File: src/hw/pcr_params.svh
// Offsets, field positions, reset values and timing counts
`ifndef PCR_PARAMS_SVH
`define PCR_PARAMS_SVH

// ----------------------------------------------------------------
// Register offsets
// ----------------------------------------------------------------
`define PCR_OFS_MAP 8'h00
`define PCR_OFS_PWR 8'h04
`define PCR_OFS_PER_ON 8'h08
`define PCR_OFS_DIV 8'h0C
`define PCR_OFS_PLL 8'h10
`define PCR_OFS_WAKE 8'h14
`define PCR_OFS_STAT 8'h18

// ----------------------------------------------------------------
// Field positions
// ----------------------------------------------------------------
`define PCR_PWR_IDLE 0
`define PCR_PWR_PD 1
`define PCR_PLL_EN 0
`define PCR_PLL_CON 1

// ----------------------------------------------------------------
// Divider codes and reset values
// ----------------------------------------------------------------
`define PCR_DIV_BY4 2'h0
`define PCR_DIV_BY1 2'h1
`define PCR_DIV_BY2 2'h2
`define PCR_RST_MAP 1'h0
`define PCR_RST_DIV 2'h0

// ----------------------------------------------------------------
// Timing
// ----------------------------------------------------------------
`define PCR_CLK_PERIOD_NS 100
`define PCR_WAKE_TIME_NS 6400
`define PCR_WAKE_CYC \
    ((`PCR_WAKE_TIME_NS + `PCR_CLK_PERIOD_NS - 1) / `PCR_CLK_PERIOD_NS)

`endif

File: src/hw/pcr_pkg.sv
// Types shared by the power, clock and remap control block
package pcr_pkg;

    // ------------------------------------------------------------
    // Power mode states
    // ------------------------------------------------------------
    typedef enum logic [1:0] {
        PM_RUN,
        PM_IDLE,
        PM_PDOWN,
        PM_WAKEUP
    } pm_state_t;

    // ------------------------------------------------------------
    // Divider state
    // ------------------------------------------------------------
    typedef struct packed {
        logic [1:0] cnt;
        logic tick;
    } div_st_t;

endpackage

File: src/hw/pclk_divider.sv
// Peripheral clock enable divider: full, half or quarter rate
`timescale 1ns/1ps
`include "pcr_params.svh"

module pclk_divider (
    // Clock and reset
    input wire logic i_clk,
    input wire logic i_arst_n,
    input wire logic i_ce,
    // Control
    input wire logic i_run,
    input wire logic [1:0] i_sel,
    // Tick
    output logic o_tick
);

    pcr_pkg::div_st_t s_q;
    pcr_pkg::div_st_t s_d;
    logic [1:0] lim;

    always_comb begin
        s_d = s_q;
        unique case (i_sel)
            `PCR_DIV_BY1: lim = 2'h0;
            `PCR_DIV_BY2: lim = 2'h1;
            default: lim = 2'h3;
        endcase
        if (!i_run) begin
            s_d.cnt = 2'h0;
            s_d.tick = 1'b0;
        end else if (s_q.cnt == 2'h0) begin
            s_d.cnt = lim;
            s_d.tick = 1'b1;
        end else begin
            s_d.cnt = s_q.cnt - 2'h1;
            s_d.tick = 1'b0;
        end
    end

    always_ff @(posedge i_clk or negedge i_arst_n) begin
        if (!i_arst_n) begin
            s_q <= '0;
        end else if (i_ce) begin
            s_q <= s_d;
        end
    end

    assign o_tick = s_q.tick;

endmodule // pclk_divider

File: src/hw/pwr_clk_remap.sv
// Power modes, clock gating, peripheral divider and vector remap
//
// The address map and the APB register port are this design's own decisions.
`timescale 1ns/1ps
`include "pcr_params.svh"

module pwr_clk_remap #(
    parameter int NPERIPH = 8,
    parameter int NEXT = 4,
    parameter int WAKE_CYC = `PCR_WAKE_CYC
) (
    // Clock and reset
    input wire logic i_clk,
    input wire logic i_arst_n,
    input wire logic i_ce,
    // APB slave
    input wire logic i_psel,
    input wire logic i_penable,
    input wire logic i_pwrite,
    input wire logic [7:0] i_paddr,
    input wire logic [31:0] i_pwdata,
    output logic o_pready,
    output logic [31:0] o_prdata,
    output logic o_pslverr,
    // Wake sources and PLL lock
    input wire logic i_irq,
    input wire logic [NEXT-1:0] i_ext_irq,
    input wire logic i_pll_lock,
    // Vector remap, clock and power control
    output logic o_vec_sram,
    output logic o_core_run,
    output logic o_osc_en,
    output logic o_pll_en,
    output logic o_pll_sel,
    output logic o_pclk_tick,
    output logic [NPERIPH-1:0] o_periph_en,
    output logic o_pin_hold
);

    // ------------------------------------------------------------
    // State
    // ------------------------------------------------------------
    typedef struct packed {
        logic map;
        pcr_pkg::pm_state_t pm;
        logic [NPERIPH-1:0] per_on;
        logic [1:0] div;
        logic pll_en;
        logic pll_con;
        logic [NEXT-1:0] wake_en;
        logic [7:0] wcnt;
        logic pready;
        logic pslverr;
        logic [31:0] prdata;
        logic [NEXT-1:0] ext_s1;
        logic [NEXT-1:0] ext_s2;
        logic lock_s1;
        logic lock_s2;
        logic core_run;
        logic osc_en;
        logic pll_run;
        logic pll_sel;
        logic [NPERIPH-1:0] per_en;
        logic pin_hold;
    } st_t;

    localparam logic [7:0] WAKE_LOAD = 8'(WAKE_CYC - 1);

    st_t s_q;
    st_t s_d;
    logic tick;
    logic acc;
    logic wr;
    logic [31:0] rd;
    logic hit;
    logic pd_wake;

    // ------------------------------------------------------------
    // Peripheral clock divider
    // ------------------------------------------------------------
    pclk_divider pclk_divider_i (
        .i_clk(i_clk),
        .i_arst_n(i_arst_n),
        .i_ce(i_ce),
        .i_run(s_q.osc_en),
        .i_sel(s_q.div),
        .o_tick(tick)
    );

    // ------------------------------------------------------------
    // Next state
    // ------------------------------------------------------------
    always_comb begin
        s_d = s_q;
        acc = i_psel && i_penable;
        wr = acc && i_pwrite && s_q.pready;
        hit = 1'b1;
        rd = 32'h0;
        unique case (i_paddr)
            `PCR_OFS_MAP: rd[0] = s_q.map;
            `PCR_OFS_PWR: begin
                rd[`PCR_PWR_IDLE] = (s_q.pm == pcr_pkg::PM_IDLE);
                rd[`PCR_PWR_PD] = (s_q.pm == pcr_pkg::PM_PDOWN);
            end
            `PCR_OFS_PER_ON: rd[NPERIPH-1:0] = s_q.per_on;
            `PCR_OFS_DIV: rd[1:0] = s_q.div;
            `PCR_OFS_PLL: begin
                rd[`PCR_PLL_EN] = s_q.pll_en;
                rd[`PCR_PLL_CON] = s_q.pll_con;
            end
            `PCR_OFS_WAKE: rd[NEXT-1:0] = s_q.wake_en;
            `PCR_OFS_STAT: begin
                rd[0] = s_q.lock_s2;
                rd[1] = s_q.pll_sel;
            end
            default: hit = 1'b0;
        endcase
        // Pin synchronisers
        s_d.ext_s1 = i_ext_irq;
        s_d.ext_s2 = s_q.ext_s1;
        s_d.lock_s1 = i_pll_lock;
        s_d.lock_s2 = s_q.lock_s1;
        pd_wake = |(s_q.ext_s2 & s_q.wake_en);
        // Bus answer paced by peripheral clock
        s_d.pready = 1'b0;
        s_d.pslverr = 1'b0;
        if (acc && !s_q.pready && tick) begin
            s_d.pready = 1'b1;
            s_d.pslverr = !hit;
            s_d.prdata = i_pwrite ? 32'h0 : rd;
        end
        // Register writes, state retained otherwise
        if (wr) begin
            unique case (i_paddr)
                `PCR_OFS_MAP: s_d.map = i_pwdata[0];
                `PCR_OFS_PER_ON: s_d.per_on = i_pwdata[NPERIPH-1:0];
                `PCR_OFS_DIV: s_d.div = i_pwdata[1:0];
                `PCR_OFS_PLL: begin
                    s_d.pll_en = i_pwdata[`PCR_PLL_EN];
                    s_d.pll_con = i_pwdata[`PCR_PLL_CON];
                end
                `PCR_OFS_WAKE: s_d.wake_en = i_pwdata[NEXT-1:0];
                default: ;
            endcase
        end
        // Power mode sequencing
        unique case (s_q.pm)
            pcr_pkg::PM_RUN: begin
                if (wr && i_paddr == `PCR_OFS_PWR) begin
                    if (i_pwdata[`PCR_PWR_PD]) begin
                        s_d.pm = pcr_pkg::PM_PDOWN;
                    end else if (i_pwdata[`PCR_PWR_IDLE]) begin
                        s_d.pm = pcr_pkg::PM_IDLE;
                    end
                end
            end
            pcr_pkg::PM_IDLE: begin
                if (i_irq) begin
                    s_d.pm = pcr_pkg::PM_RUN;
                end
            end
            pcr_pkg::PM_PDOWN: begin
                if (pd_wake) begin
                    s_d.pm = pcr_pkg::PM_WAKEUP;
                    s_d.wcnt = WAKE_LOAD;
                end
            end
            pcr_pkg::PM_WAKEUP: begin
                if (s_q.wcnt == 8'h0) begin
                    s_d.pm = pcr_pkg::PM_RUN;
                end else begin
                    s_d.wcnt = s_q.wcnt - 8'h1;
                end
            end
        endcase
        // Registered outputs from next mode
        s_d.core_run = (s_d.pm == pcr_pkg::PM_RUN);
        s_d.osc_en = (s_d.pm != pcr_pkg::PM_PDOWN);
        s_d.pll_run = s_d.pll_en && s_d.osc_en;
        s_d.pll_sel = s_d.pll_run && s_d.pll_con && s_q.lock_s2;
        s_d.per_en = s_d.osc_en ? s_d.per_on : '0;
        s_d.pin_hold = (s_d.pm == pcr_pkg::PM_PDOWN);
    end

    always_ff @(posedge i_clk or negedge i_arst_n) begin
        if (!i_arst_n) begin
            s_q <= '0;
            s_q.map <= `PCR_RST_MAP;
            s_q.pm <= pcr_pkg::PM_RUN;
            s_q.per_on <= '1;
            s_q.div <= `PCR_RST_DIV;
            s_q.pll_en <= 1'b0;
            s_q.pll_con <= 1'b0;
            s_q.core_run <= 1'b1;
            s_q.osc_en <= 1'b1;
            s_q.per_en <= '1;
        end else if (i_ce) begin
            s_q <= s_d;
        end
    end

    // ------------------------------------------------------------
    // Outputs
    // ------------------------------------------------------------
    assign o_pready = s_q.pready;
    assign o_prdata = s_q.prdata;
    assign o_pslverr = s_q.pslverr;
    assign o_vec_sram = s_q.map;
    assign o_core_run = s_q.core_run;
    assign o_osc_en = s_q.osc_en;
    assign o_pll_en = s_q.pll_run;
    assign o_pll_sel = s_q.pll_sel;
    assign o_pclk_tick = tick;
    assign o_periph_en = s_q.per_en;
    assign o_pin_hold = s_q.pin_hold;
endmodule // pwr_clk_remap

File: config.mk
export PLATFORM = sky130hd
export DESIGN_NAME = pwr_clk_remap
export DESIGN_NICKNAME = d
export VERILOG_FILES = /design/src/hw/pcr_pkg.sv /design/src/hw/pclk_divider.sv /design/src/hw/pwr_clk_remap.sv
export VERILOG_INCLUDE_DIRS = /design/src /design/src/hw
export SDC_FILE = /design/constraint.sdc
export NUM_CORES = 1
export LEC_CHECK = 0
export ABC_CLOCK_PERIOD_IN_PS = 1800
export BUFFER_PORTS_ARGS = -buffer_cell sky130_fd_sc_hd__buf_2
export CAP_MARGIN = 40
export CORE_UTILIZATION = 35
export CTS_BUF_LIST = sky130_fd_sc_hd__clkbuf_16
export DETAILED_ROUTE_END_ITERATION = 10
export PLACE_DENSITY_LB_ADDON = 0.12
export SYNTH_ARGS = -nofsm -noshare
export SYNTH_HDL_FRONTEND = slang
export SYNTH_SLANG_ARGS = --single-unit
File: constraint.sdc
create_clock -name i_clk -period 1.8 [get_ports i_clk]
set_clock_uncertainty 0.05 [all_clocks]
set_input_delay 0.09 -clock i_clk [delete_from_list [all_inputs] [get_ports i_clk]]
set_output_delay 0.09 -clock i_clk [all_outputs]
set_load 0.02 [all_outputs]
# [Word-level counts from Yosys, hierarchy flattened]
# Cells that the tools add are included.
# Widths: inputs -> output; s select.
[totals] reg_bits=87 rom_bits=0 latchBits=0 inputBits=52 ramBits=0 n_memories=0
[op_classes] n_mux=26 reduce_logical=24 order_cmp=0 n_div=0 n_bitwise=1 n_eq_ne=15 n_shift=0 mul=0 add_sub_neg=2
[op_table] operator="$mux 8" count=5
[op_table] operator="$mux 34" count=1
[op_table] operator="$eq 8x5->1 const B" count=3
[op_table] operator="$eq 8x4->1 const B" count=2
[op_table] operator="$logic_not 8->1" count=2
[op_table] operator="$mux 16" count=1
[op_table] operator="$mux 2" count=8
[op_table] operator="$pmux 8 s2" count=1
[op_table] operator="$logic_and 1x1->1" count=9
[op_table] operator="$reduce_and 3->1" count=3
[op_table] operator="$eq 2x2->1 const B" count=4
[op_table] operator="$eq 8x3->1 const B" count=1
[op_table] operator="$mux 4" count=2
[op_table] operator="$pmux 2 s2" count=2
[op_table] operator="$pmux 2 s4" count=1
[op_table] operator="$sub 8x1->8 const B" count=1
[op_table] operator="$pmux 1 s7" count=1
[op_table] operator="$reduce_or 7->1" count=1
[op_table] operator="$logic_not 2->1" count=3
[op_table] operator="$mux 3" count=2
[op_table] operator="$ne 2x2->1 const B" count=3
[op_table] operator="$pmux 1 s6" count=1
[op_table] operator="$and 4x4->4" count=1
[op_table] operator="$eq 2x1->1 const B" count=2
[op_table] operator="other kinds (7)" count=8

# [Longest topological paths before layout]
[logic_depth] word_depth=10 mapped_depth=8

# [Cells and area by module]
# A second synthesis with hierarchy kept.
[unflattened] hier_cells=308 hier_area_um2=3428.3
[modules_own_cells] module="pwr_clk_remap" cells_each=293 area_per_inst_um2=3259.4 n_inst=1 seq_area_each_um2=1524.0
[modules_own_cells] module="pclk_divider" cells_each=15 area_per_inst_um2=168.9 n_inst=1 seq_area_each_um2=75.1

# [Least setup slack after synthesis]
# Ideal clock, no wire load.
[synth_timing] kind="reg-to-reg" startpoint="register s_q[57] (netlist name)" endpoint="register s_q[63] (netlist name)" required_ps=1672 arrival_time_ps=1744 synth_period_minus_slack_ps=1872 stages_incl_launch_ff=8 path_slack_ps=-72 setup_ps=78 cell_sequence="dfrtp_1 -> inv_1 -> ha_1 -> and4bb_4 -> a21oi_4 -> nand4_1 -> or4_1 -> a21boi_1"
[synth_between] elab_chain_cells=3 elab_cells_between_ends=6 classes_between="1 x add/sub; 1 x eq/ne; 2 x mux; 2 x reduce/logical"
[synth_rtl] element="from (decl)" line="pwr_clk_remap.sv:69" source="st_t s_q;"
[synth_rtl] element="$sub 8x1->8 / $logic_not 8->1 (equally long branches)" line="pwr_clk_remap.sv:172, pwr_clk_remap.sv:169"
[synth_rtl] element="$mux 8 / $ne 2x2->1 (equally long branches)"
[synth_rtl] element="$pmux 8 s2 / $reduce_and 4->1 (equally long branches)"
# Parallel ways exist; a longest one is shown, timed or not. The select of a mux whose other input is x is not followed.
# A chain may end at the register's enable or synchronous reset.

# [Worst setup path after layout]
# Same ends and word-level chain as after synthesis.

==> results.md <==
- Antenna cells: 0
- Routed Antenna Nets: 0
- Clk Latency, worst-skew pair: 320 ps
- Power Total: 4.663 mW
- CORE AREA: 0.009371 mm²
- Mapped Area: 0.003418 mm²
- Final Wtd Congestion: 0.8108
- Fin crit share: 1.032
- Via count: 2,538
- Top post-synthesis cells by count: 45 x dfrtp_1, 40 x buf_4, 20 x nor2_1, 18 x dfstp_2, 17 x mux2_2
- CP Data Arrival Time: 2050 ps
- GR Overflow Total: 0
- Post-synth top area share: 0.3294
- FF+latch area: 0.001599 mm²
- Mean Syn Cell Area: 11.39 µm²
- Max Clock Freq: 538.4 MHz
- Critical path's largest stage delay: 440 ps
- CTS Buffer Depth: 2
- Hold crit path type: input pin to flop
- PortBufs: 52
- FFs w/ async S/R, synth: 1.000
- Most common cell in the netlist: dfrtp_1
- Multi-input logic area: 0.001555 mm²
- H-Tree Depth: 3
- CP Max Fanout: 5
- Power Internal: 3.257 mW
- Standby leakage power: 2.033 nW
- Final hold violations: 0
- Failing checks: setup timing
- Ys Warns: 0
- Number of global-route vias before repair: 2,561
- Setup WS post-layout: -57.49 ps
- Routed vias/inst: 4.816
- Switching fraction of total power: 0.3015
- Sequential power share: 0.391
- Setup-failing EPs final: 3
- Final hold slack: 72.92 ps
- Share of post-route cells with drive strength above 1: 0.4497
- Combinational share of power: 0.267
- Tot GR Track Use: 0.1568
- Max cap viols: 0
- Post-synth cell types: 57
- EDFF count, synth: 0
- Crit Path Category: flop to flop
- Die width: 100.8 µm
- Setup crit end kind: flop
- Initial DRT Pass Iterations: 4
- Yosys reg bits: 63
- Synth top area cells: dfrtp_1 33%, dfstp_2 14%, buf_4 8.8%
- Worst EP required: 1990 ps
- CP cell instances: inv_1 > ha_4 > and4bb_4 > a21oi_4 > nand4_1 > or4_1 > a21boi_1
- Cells after synthesis: 300
- Crit path launch type: flop
- DRT iter0 DRCs: 70
- Slowest CP cell: or4_1
- Drt wl/cell: 13.98 µm
- CTS tree: built
- Synth area leader: dfrtp_1
- VDD IR-drop max: 0.0005051 V
- Die height: 100.8 µm
- Initial antenna violation count: 0
- First-pass GRT wire length: 12,230 µm
- Final worst path period need: 1857 ps
- Detailed Route WL: 7369 µm
- CTS Root Cell: clkbuf_16
- Clk sinks: 63
- I/O Pins: 101
- Sequential fraction of the synthesis area: 0.4678
- Setup tns final: -112.7 ps
- Fillers: 907
- RSZ-0062 raised after global routing: yes
- Post-DP HPWL: 5382 µm
- Die area: 0.01017 mm²
- Fin util: 0.4689
- FP Rows: 35
- PwrDens: 1061 mW/mm²
- Largest net degree at the start of global routing: 64
- Area Growth Syn to Fin: 28.55%
- Initial cell density of the core: 0.3648
- Status: finished, violations left
- DRC viols: 0
- P_sw: 1.406 mW
- Clk pwr share: 0.342
- Predominant post-synthesis flop cell: dfrtp_1
- Worst-path clk slew: 50 ps
- Slew Limit Fails: 0
- Nets: 447
- Num CTS Buffers: 9
## metal layers
layer  wire [µm]  GRT usage  vias to the layer above
met3         355    0.03883                       10
met2        3349     0.2476                       74
met5           0          0                        -
met4         112    0.05463                        0
li1            -          -                     1211
met1        3551     0.2098                     1243
## repair_timing
item | in CTS | in global routing
endpoints found under the hold margin | 57 | 0
resized for setup | 2 | 7
hold buffers | 12 | 0
setup endpoints to repair | 4 | 14
buffers inserted | 2 | 2
pin swaps | 6 | 2
## cells in the final DEF, fill, tap and decap left out, drive strengths merged, types with 3 or more instances in the layout
cell type,netlist,layout
a22o,8,8
mux2,27,27
clkbuf,5,10
dfstp,18,18
a22oi,3,3
or4,3,3
nor2b,4,4
conb,1,24
nor2,20,20
or3,3,3
inv,9,11
nor4,5,5
buf,46,98
nand2,16,16
a21o,4,4
nor3,7,7
a211oi,10,10
o21ai,6,6
dfrtp,45,45
dlygate4sd3,0,12
mux2i,10,10
a21oi,9,9
clkinv,0,3
nand3,8,8
## power groups by stage
stage / Sequential [mW] / Clock (mW) / Combinational (mW)
5_1_grt: 1.85 / 1.70 / 1.38
3_5_place_dp: 1.84 / 0 / 1.16
4_1_cts: 1.83 / 1.63 / 1.19
6_report: 1.82 / 1.59 / 1.25
2_1_floorplan: 1.87 / 0 / 0.721
3_3_place_gp: 1.85 / 0 / 1.13
## sequential cells by signal (all words and copies together) (netlist names)
register,count
o_core_run,1
o_osc_en,1
o_periph_en,8
o_pin_hold,1
o_pll_en,1
o_pll_sel,1
o_prdata,8
o_pready,1
o_pslverr,1
o_vec_sram,1
pclk_divider_i.o_tick,1
pclk_divider_i.s_q,2
s_d,5
s_q,31
## cell families (layout without fill, tap and decap cells)
kind of cell,Yosys count,count (layout),synth area share
AND/OR/NAND/NOR,76,76,0.1318
multiplexers,37,37,0.1270
XOR/XNOR,3,3,0.007688
other,1,24,0.001097
buffers and inverters,60,135,0.1149
AO/OA/AOI/OAI,58,58,0.1424
adder cells (fa/ha/maj),2,2,0.007319
flip-flops,63,63,0.4678
## worst max-delay path: cells and delay by family (launching register included)
kind	cells	cell delay (ps)
compound gates	2	300
fa+ha+maj	1	160
simple gates	3	850
flops	1	340
buf+inv	1	70
## worst paths after layout
check                            from              to  slack (ps)  cells past startpoint
max                           s_q[57]         s_q[63]         -60                      7
min                              i_ce         s_q[81]          70                      2
max reg2reg                   s_q[57]         s_q[63]         -60                      7
min reg2reg                o_pin_hold      o_pin_hold         430                      1
max in group asynchronous    i_arst_n  o_periph_en[0]        1100                      3
min in group asynchronous    i_arst_n         s_d[16]         260                      3
## layout make-up
cell class	instances	share of cell area
repair buffers	110	0.1745
multi-input cells	200	0.3539
clock buffers	10	0.05695
flip-flops and latches	63	0.3639
clock inverters	6	0.006264
inverters	9	0.007688
well taps	129	0.03673
## per-stage QoR
stage / cells / instance area [µm²] / setup WS (ps)
floorplan: 323 / 3515 / -48.36
global placement: 495 / 3920 / -25.01
detailed placement: 495 / 3920 / -95.35
CTS: 525 / 4339 / -74.13
global route: 527 / 4394 / -158.3
finish: 527 / 4394 / -57.49
(Power assumes the default switching activity.)
